`src/rtl/rst_backup_pkg.sv`:
```
// Constants for the reset and RAM back-up controller.
// Assumes a single 20 MHz system clock; one machine cycle equals one clock.
package rst_backup_pkg;
    localparam int PC_W = 14;
    localparam int NIB_W = 4;
    localparam int PORT_W = 22;
    localparam int PU_W = 5;
    localparam logic [PC_W-1:0] PC_RESET = 14'h0000;
    localparam logic [NIB_W-1:0] NIB_RESET = 4'h0;
    localparam logic [PORT_W-1:0] LATCH_RESET = 22'h3FFFFF;
    localparam int NUM_NIB_REGS = 5;
    localparam int IDX_EXT_INT_CTRL = 0;
    localparam int IDX_PULLUP0 = 1;
    localparam int IDX_PULLUP1 = 2;
    localparam int IDX_PULLUP2 = 3;
    localparam int IDX_CONV_CTRL = 4;
    localparam int POR_CYCLES = 4;
    typedef enum logic [3:0] {
        ST_RESET = 4'h1,
        ST_RUN = 4'h2,
        ST_ARMED = 4'h4,
        ST_BACKUP = 4'h8
    } seq_state_e;
endpackage

```
`src/rtl/nib_regs_if.sv`:
```
// Interface carrying nibble register file signals between controller and store.
// Assumes one clock domain.
`timescale 1ns/10ps
interface nib_regs_if;
    import rst_backup_pkg::*;
    logic clear;
    logic wr_en;
    logic [2:0] wr_idx;
    logic [NIB_W-1:0] wr_data;
    logic [NUM_NIB_REGS*NIB_W-1:0] rd_all;
    modport ctrl (output clear, output wr_en, output wr_idx, output wr_data, input rd_all);
    modport store (input clear, input wr_en, input wr_idx, input wr_data, output rd_all);
endinterface

```
`src/rtl/nib_reg_store.sv`:
```
// Small register store for the nibble control registers.
// Assumes clear comes from the reset controller on the same clock.
`timescale 1ns/10ps
module nib_reg_store
    import rst_backup_pkg::*;
(
    input wire logic clk_sys,
    nib_regs_if.store bus
);
    logic [NUM_NIB_REGS*NIB_W-1:0] mem_q;
    assign bus.rd_all = mem_q;
    always_ff @(posedge clk_sys) begin
        if (bus.clear) begin
            mem_q <= '0;
        end else if (bus.wr_en && (int'(bus.wr_idx) < NUM_NIB_REGS)) begin
            mem_q[bus.wr_idx*NIB_W +: NIB_W] <= bus.wr_data;
        end
    end
    property p_clear_zero;
        @(posedge clk_sys) bus.clear |=> (mem_q == '0);
    endproperty
    a_clear_zero: assert property (p_clear_zero) else $error("store not cleared");
endmodule // nib_reg_store

```
`src/rtl/rst_backup_ctrl.sv`:
```
// Reset, power-on reset, voltage-drop reset and RAM back-up sequencer.
// Assumes instruction strobes come from the core on clk_sys; pins are asynchronous.
`timescale 1ns/10ps
module rst_backup_ctrl
    import rst_backup_pkg::*;
(
    input wire logic clk_sys,
    input wire logic rst,
    input wire logic reset_pin_n,
    input wire logic vdrop_detect,
    input wire logic wakeup_in,
    input wire logic watchdog_reset,
    input wire logic instr_valid,
    input wire logic power_down_enable_instr,
    input wire logic backup_keep_detector_instr,
    input wire logic backup_full_stop_instr,
    input wire logic skip_on_power_down_flag_instr,
    input wire logic reg_wr_en,
    input wire logic [2:0] reg_wr_idx,
    input wire logic [NIB_W-1:0] reg_wr_data,
    input wire logic pc_load,
    input wire logic [PC_W-1:0] pc_next,
    input wire logic global_interrupt_enable_set,
    input wire logic global_interrupt_enable_clr,
    input wire logic carry_in,
    input wire logic carry_wr,
    input wire logic ext0_set,
    input wire logic ext0_clr,
    input wire logic watchdog_flag_one_set,
    input wire logic watchdog_flag_two_set,
    input wire logic wdf_clr,
    input wire logic [PORT_W-1:0] port_latch_wr,
    input wire logic port_latch_wr_en,
    input wire logic [PORT_W-1:0] port_dir_wr,
    output logic core_run,
    output logic osc_enable,
    output logic vdrop_enable,
    output logic periph_enable,
    output logic [PC_W-1:0] program_counter,
    output logic global_interrupt_enable,
    output logic carry_flag,
    output logic ext0_interrupt_request,
    output logic watchdog_flag_one,
    output logic watchdog_flag_two,
    output logic power_down_flag,
    output logic skip_result,
    output logic [NIB_W-1:0] ext_interrupt_control,
    output logic [NIB_W-1:0] pullup_control_port0,
    output logic [NIB_W-1:0] pullup_control_port1,
    output logic [NIB_W-1:0] pullup_control_port2,
    output logic [NIB_W-1:0] converter_control,
    output logic [PORT_W-1:0] port_latch,
    output logic [PORT_W-1:0] port_oe,
    output logic [PU_W-1:0] pullup_on
);
    ////////////////////////////////////////////////////////////////
    // Pin synchronisers
    logic rpin_s1_q, rpin_s2_q, vd_s1_q, vd_s2_q, wk_s1_q, wk_s2_q;
    always_ff @(posedge clk_sys) begin
        rpin_s1_q <= reset_pin_n;
        rpin_s2_q <= rpin_s1_q;
        vd_s1_q <= vdrop_detect;
        vd_s2_q <= vd_s1_q;
        wk_s1_q <= wakeup_in;
        wk_s2_q <= wk_s1_q;
    end

    ////////////////////////////////////////////////////////////////
    // Power-on reset: rst models supply rising; hold for a few cycles
    logic [2:0] por_cnt_q;
    logic por_active;
    assign por_active = (por_cnt_q != 3'(POR_CYCLES));
    always_ff @(posedge clk_sys) begin
        if (rst) begin
            por_cnt_q <= 3'h0;
        end else if (por_active) begin
            por_cnt_q <= por_cnt_q + 3'h1;
        end
    end

    ////////////////////////////////////////////////////////////////
    // Reset sources and sequencer
    seq_state_e state_q, state_d;
    logic vdrop_en_now;
    logic cold_reset;
    logic is_backup_instr;
    assign vdrop_en_now = (state_q != ST_BACKUP) || vdrop_enable;
    // Detector only counts while enabled; full-stop back-up ignores it
    assign cold_reset = por_active || !rpin_s2_q || (vd_s2_q && vdrop_en_now)
        || (watchdog_reset && state_q != ST_BACKUP);
    assign is_backup_instr = instr_valid && (backup_keep_detector_instr || backup_full_stop_instr);
    logic enter_backup;
    assign enter_backup = (state_q == ST_ARMED) && is_backup_instr;
    logic wake;
    assign wake = (state_q == ST_BACKUP) && wk_s2_q;

    always_comb begin
        state_d = state_q;
        case (state_q)
            ST_RESET: state_d = ST_RUN;
            ST_RUN: if (instr_valid && power_down_enable_instr) state_d = ST_ARMED;
            ST_ARMED: begin
                if (enter_backup) begin
                    state_d = ST_BACKUP;
                end else if (instr_valid) begin
                    state_d = power_down_enable_instr ? ST_ARMED : ST_RUN;
                end
            end
            ST_BACKUP: if (wake) state_d = ST_RESET;
            default: state_d = ST_RESET;
        endcase
    end

    always_ff @(posedge clk_sys) begin
        if (rst || cold_reset) begin
            state_q <= ST_RESET;
        end else begin
            state_q <= state_d;
        end
    end

    logic vdrop_enable_d;
    assign vdrop_enable_d = enter_backup ? (instr_valid && backup_keep_detector_instr) : vdrop_enable;
    always_ff @(posedge clk_sys) begin
        if (rst || cold_reset || wake) begin
            vdrop_enable <= 1'b1;
        end else begin
            vdrop_enable <= vdrop_enable_d;
        end
    end

    logic in_reset_d;
    assign in_reset_d = rst || cold_reset || wake || (state_d == ST_RESET);
    always_ff @(posedge clk_sys) begin
        if (rst) begin
            core_run <= 1'b0;
            osc_enable <= 1'b1;
            periph_enable <= 1'b0;
            power_down_flag <= 1'b0;
            skip_result <= 1'b0;
        end else begin
            core_run <= !in_reset_d && (state_d != ST_BACKUP);
            osc_enable <= (state_d != ST_BACKUP) || cold_reset;
            periph_enable <= !in_reset_d && (state_d != ST_BACKUP);
            if (cold_reset) begin
                power_down_flag <= 1'b0;
            end else if (wake) begin
                power_down_flag <= 1'b1;
            end
            skip_result <= instr_valid && skip_on_power_down_flag_instr && power_down_flag;
        end
    end

    ////////////////////////////////////////////////////////////////
    // Core state with reset values
    logic init;
    assign init = rst || cold_reset || wake || (state_q == ST_RESET);
    always_ff @(posedge clk_sys) begin
        if (init) begin
            program_counter <= PC_RESET;
            global_interrupt_enable <= 1'b0;
            carry_flag <= 1'b0;
            ext0_interrupt_request <= 1'b0;
            watchdog_flag_one <= 1'b0;
            watchdog_flag_two <= 1'b0;
            port_latch <= LATCH_RESET;
            port_oe <= '0;
        end else if (core_run) begin
            if (pc_load) program_counter <= pc_next;
            // Set wins over clear on every flag
            if (global_interrupt_enable_set) global_interrupt_enable <= 1'b1;
            else if (global_interrupt_enable_clr) global_interrupt_enable <= 1'b0;
            if (carry_wr) carry_flag <= carry_in;
            if (ext0_set) ext0_interrupt_request <= 1'b1;
            else if (ext0_clr) ext0_interrupt_request <= 1'b0;
            if (watchdog_flag_one_set) watchdog_flag_one <= 1'b1;
            else if (wdf_clr) watchdog_flag_one <= 1'b0;
            if (watchdog_flag_two_set) watchdog_flag_two <= 1'b1;
            else if (wdf_clr) watchdog_flag_two <= 1'b0;
            if (port_latch_wr_en) port_latch <= port_latch_wr;
            port_oe <= port_dir_wr;
        end
    end

    ////////////////////////////////////////////////////////////////
    // Nibble control registers; retained through back-up
    nib_regs_if regs ();
    assign regs.clear = rst || cold_reset;
    assign regs.wr_en = reg_wr_en && core_run;
    assign regs.wr_idx = reg_wr_idx;
    assign regs.wr_data = reg_wr_data;
    nib_reg_store u_store (.clk_sys(clk_sys), .bus(regs));

    always_ff @(posedge clk_sys) begin
        ext_interrupt_control <= regs.rd_all[IDX_EXT_INT_CTRL*NIB_W +: NIB_W];
        pullup_control_port0 <= regs.rd_all[IDX_PULLUP0*NIB_W +: NIB_W];
        pullup_control_port1 <= regs.rd_all[IDX_PULLUP1*NIB_W +: NIB_W];
        pullup_control_port2 <= regs.rd_all[IDX_PULLUP2*NIB_W +: NIB_W];
        converter_control <= regs.rd_all[IDX_CONV_CTRL*NIB_W +: NIB_W];
        // Pull-ups: P0, P1, P2, D2, D3; forced off while in reset
        if (init) begin
            pullup_on <= '0;
        end else begin
            pullup_on <= {|pullup_control_port2, |pullup_control_port2,
                |pullup_control_port2, |pullup_control_port1, |pullup_control_port0};
        end
    end

    ////////////////////////////////////////////////////////////////
    // Checks
    property p_pin_reset;
        @(posedge clk_sys) disable iff (rst) !rpin_s2_q |=> (state_q == ST_RESET) ##0 !core_run;
    endproperty
    a_pin_reset: assert property (p_pin_reset) else $error("pin reset not applied");
    property p_pc_zero;
        @(posedge clk_sys) disable iff (rst) cold_reset |=> (program_counter == PC_RESET);
    endproperty
    a_pc_zero: assert property (p_pc_zero) else $error("pc not zero after reset");
    property p_nop;
        @(posedge clk_sys) disable iff (rst)
            (state_q == ST_RUN && is_backup_instr && !cold_reset) |=> (state_q != ST_BACKUP);
    endproperty
    a_nop: assert property (p_nop) else $error("backup without enable");
    property p_wake_flag;
        @(posedge clk_sys) disable iff (rst) (wake && !cold_reset) |=> power_down_flag;
    endproperty
    a_wake_flag: assert property (p_wake_flag) else $error("warm start flag not set");
    property p_cold_flag;
        @(posedge clk_sys) disable iff (rst) cold_reset |=> !power_down_flag;
    endproperty
    a_cold_flag: assert property (p_cold_flag) else $error("cold start flag not clear");
    property p_osc_stop;
        @(posedge clk_sys) disable iff (rst) (enter_backup && !cold_reset) |=> !osc_enable;
    endproperty
    a_osc_stop: assert property (p_osc_stop) else $error("oscillator still on in backup");
    property p_full_stop;
        @(posedge clk_sys) disable iff (rst)
            (enter_backup && backup_full_stop_instr && !backup_keep_detector_instr && !cold_reset)
            |=> !vdrop_enable && !periph_enable;
    endproperty
    a_full_stop: assert property (p_full_stop) else $error("full stop left detector on");
    property p_port_reset;
        @(posedge clk_sys) disable iff (rst) cold_reset |=> (port_oe == '0) && (port_latch == LATCH_RESET);
    endproperty
    a_port_reset: assert property (p_port_reset) else $error("ports not floating in reset");
endmodule // rst_backup_ctrl

```
`config.mk`:
```
export PLATFORM = sky130hd
export DESIGN_NAME = rst_backup_ctrl
export DESIGN_NICKNAME = d
export VERILOG_FILES = /design/src/rtl/rst_backup_pkg.sv /design/src/rtl/nib_regs_if.sv /design/src/rtl/nib_reg_store.sv /design/src/rtl/rst_backup_ctrl.sv
export SDC_FILE = /design/constraint.sdc
export NUM_CORES = 1
export LEC_CHECK = 0
export BUFFER_PORTS_ARGS = -buffer_cell sky130_fd_sc_hd__buf_2
export CAP_MARGIN = 20
export CORE_ASPECT_RATIO = 0.8
export CORE_MARGIN = 5
export CORE_UTILIZATION = 43
export DETAILED_ROUTE_END_ITERATION = 8
export PLACE_DENSITY = 0.75
export SYNTH_ARGS = -nofsm -noshare
export SYNTH_HDL_FRONTEND = slang
export SYNTH_SLANG_ARGS = --single-unit
```
`constraint.sdc`:
```
create_clock -name clk_sys -period 1.9 [get_ports clk_sys]
set_input_delay 0.095 -clock clk_sys [delete_from_list [all_inputs] [get_ports clk_sys]]
set_output_delay 0.095 -clock clk_sys [all_outputs]
set_load 0.05 [all_outputs]
```
==> run metrics <==
post-route ant nets=0; clk_skew=around 0.0066 ns; Hold WS=0.0229 ns; sequential power share=43.2%; power consumption=a little over 6 mW; status=finished with violations; Req. time, crit path=2.23 ns; EDFF count, synth=0; Post-Syn Area per Cell=10.4 um^2; Initial Utilization=44.5%; clk buf depth=2; Yosys warning total=0; Slowest-stage cell, CP=or4b_4; Setup-failing EPs final=13; P&R area growth vs syn=55.2%; Detailed Routing Iterations Pass 1=5; post-route setup slack=-0.0351 ns; Switching Fraction=a little over 20%; P per Cell Area=around 850 mW/mm^2; Worst VDD drop=between 0.6 and 0.7 mV; Slew Viols, Final=0; drt wl/cell=17.2 um; CP cell instances=or4b_4, a21o_4, a211o_4, clkbuf_16, a21oi_2; total congestion overflow=0; CP Max Fanout=7; Tmin final=1.94 ns; synthesized cell area=0.00462 mm^2; nets@finish=around 800; WP data arrival=2.27 ns; FFs w/ async S/R, synth=0%; Post-synth top flop=dfxtp_1; Max Cap Viol=0; endpoints failing hold=0; Final Util=69.1%; vias in the first global route=between 4,000 and 5,000; CTS tree=done; Max transition margin=about three fifths; top cells by area, synth=dfxtp_1, mux2i_1, nor2_4, nor2_1, a21oi_1; Pleak=3.01 nW; Synth Instances=~440; Max Fclk=517 MHz; share of layout cells above drive strength 1=about two fifths; hold crit path type=in2reg; post-route DRC violation count=0; Die Area=0.0129 mm^2; Critical path buffers and inverters=1; final cell count without fillers=861; GRT Resource Usage Total=21.8%; max incr delay on CP=0.54 ns; IO Pins=182; Top delay family on crit path=compound AO/OA/AOI/OAI gates; Rows=33; clock tree root buffer cell=clkbuf_16; H-tree Lvls=4; clk_lat worst skew=0.40 ns; Routed WL=around 15,000 um; initial antenna violation count=0; die width=126 um; failing checks=setup timing; unrepaired setup endpoints after global routing=true; dpl cell area=roughly 0.0057 mm^2; post-route cell area=0.00716 mm^2; cell taking the most area after synthesis=dfxtp_1; Yosys reg bits=roughly 120; library cells used by synthesis=43; worst-margin pin slew=0.623 ns; crit path capture type=register; CTS buffer count=17; largest net degree at the start of global routing=70; hpwl dp=slightly below 9000 um; first-pass GRT wire length=22,500 um; post-CTS setup buffers=0; drt via density=5.07; Clk network pwr share=51.8%; Sink Count=124; internal power=4.83 mW; post-synthesis sequential area ratio=53.8%; Port Buffers=between 150 and 200; core area=a little over 0.01 mm^2; placer congestion estimate=0.897; Comb pwr share=5.0%; Via Count=4,361; syn_nets=around 540; top-area cell type share of the netlist area=53.8%; clock slew at reported path FFs=0.06 ns; starting DRC count in detailed routing=190; Setup CP Type=reg2reg; Psw=approximately 1.3 mW; Fill cells=765; Final Cycle Share=102%; Die Ht=103 um; CP startpoint kind=register; cell count after placement=755
## cells in the mapped netlist, types with 2 or more instances
cell / count
a21boi_0: 2
a21o_1: 3
a21oi_1: 32
a21oi_2: 7
a22oi_1: 5
and2_1: 4
buf_1: 2
buf_12: 2
buf_4: 3
buf_6: 5
clkbuf_1: 16
dfxtp_1: 124
ha_1: 4
inv_1: 6
mux2i_1: 45
nand2_1: 25
nand2b_1: 3
nand3_1: 16
nand3b_1: 3
nand4b_1: 5
nor2_1: 48
nor2_2: 4
nor2_4: 19
nor3_1: 12
nor4_1: 7
nor4b_1: 2
o21a_1: 2
o21ai_0: 11
o21ai_2: 10
or4_1: 2
xnor2_1: 2
## cell usage in the layout (no fill, tap or decap), types with 16 or more instances in the layout
cell type,netlist,final
nand3_1,16,16
dlygate4sd3_1,0,67
nor2_1,48,48
a21oi_1,32,27
clkbuf_16,0,20
buf_4,3,16
nor2_4,19,22
buf_2,1,181
mux2i_1,45,45
nand2_1,25,25
dfxtp_1,124,122
## worst reg2reg max path, cell delays in order (launching register included)
cell,delay [ns]
dfxtp_2,0.33
or4b_4,0.54
a21o_4,0.24
a211o_4,0.43
clkbuf_16,0.21
a21oi_2,0.12
## power by group through the flow
| stage | clock network (mW) | logic (mW) | registers [mW] |
|---|---|---|---|
| final | 3.15 | 0.305 | 2.63 |
| after floorplan | 0 | 0.0616 | 2.68 |
| after global placement | 0 | 0.179 | 2.68 |
| after detailed placement | 0 | 0.185 | 2.68 |
| after global routing | 3.34 | 0.331 | 2.63 |
| after CTS | 3.20 | 0.293 | 2.63 |
## area by class of cell
cell class	count	area [um^2]	share of cell area, %
well taps	140	175	2.44
diodes	1	2.50	0.0349
multi-input cells	284	2010	28.0
repair buffers	274	1880	26.3
flip-flops and latches	124	2480	34.7
inverters	6	22.5	0.314
clock inverters	10	114	1.59
clock buffers	22	474	6.62
## per-layer routing
metal | vias to the layer above | global-route usage, % | part of all wire (%)
li1 | 2057 | - | -
met1 | 2060 | 25.1 | 40
met2 | 212 | 38.7 | 50
met3 | 32 | 6.84 | 7.2
met4 | 0 | 8.08 | 2.1
met5 | - | 0 | 0
## kinds of logic (layout without fill, tap and decap cells)
kind of cell             Yosys count  after routing  synth area share [%]
buffers and inverters             35            312                  4.64
multiplexers                      45             45                  9.76
flip-flops                       124            124                  53.8
adder cells (fa/ha/maj)            4              4                  1.08
AND/OR/NAND/NOR                  157            157                  19.6
other                              0              1                     0
XOR/XNOR                           2              2                 0.380
AO/OA/AOI/OAI                     76             76                  10.8
## flip-flops by register name, summed over array words and instances, names as in the netlist, 14 cells and up
register and cells:
port_latch 22, program_counter 14, port_oe 22, u_store.bus.rd_all 20
## stage by stage
step	TNS, ns	setup slack (ns)
finish	-0.119	-0.0351
CTS	0	0.00769
global route	-0.900	-0.0660
floorplan	0	0.0502
detailed placement	-0.146	-0.0456
global placement	0	0.00828
## what timing repair did
item | in CTS | in global routing
endpoints found under the hold margin | 69 | 0
endpoints found under the setup margin | 11 | 42
gates resized for setup | 4 | 13
hold buffers | 67 | 0
pin swaps | 0 | 8
gates cloned | 0 | 6
## worst paths after layout
kind	startpoint	end	slack, ns	depth (start not counted)
hold / removal	pc_next[4]	program_counter[4]	0.02	3
hold reg to reg	wk_s1_q	wk_s2_q	0.32	0
setup reg to reg	state_q[0]	program_counter[13]	-0.04	5
setup / recovery	state_q[0]	program_counter[13]	-0.04	5
No activity file was read; power rests on OpenSTA's default activity.
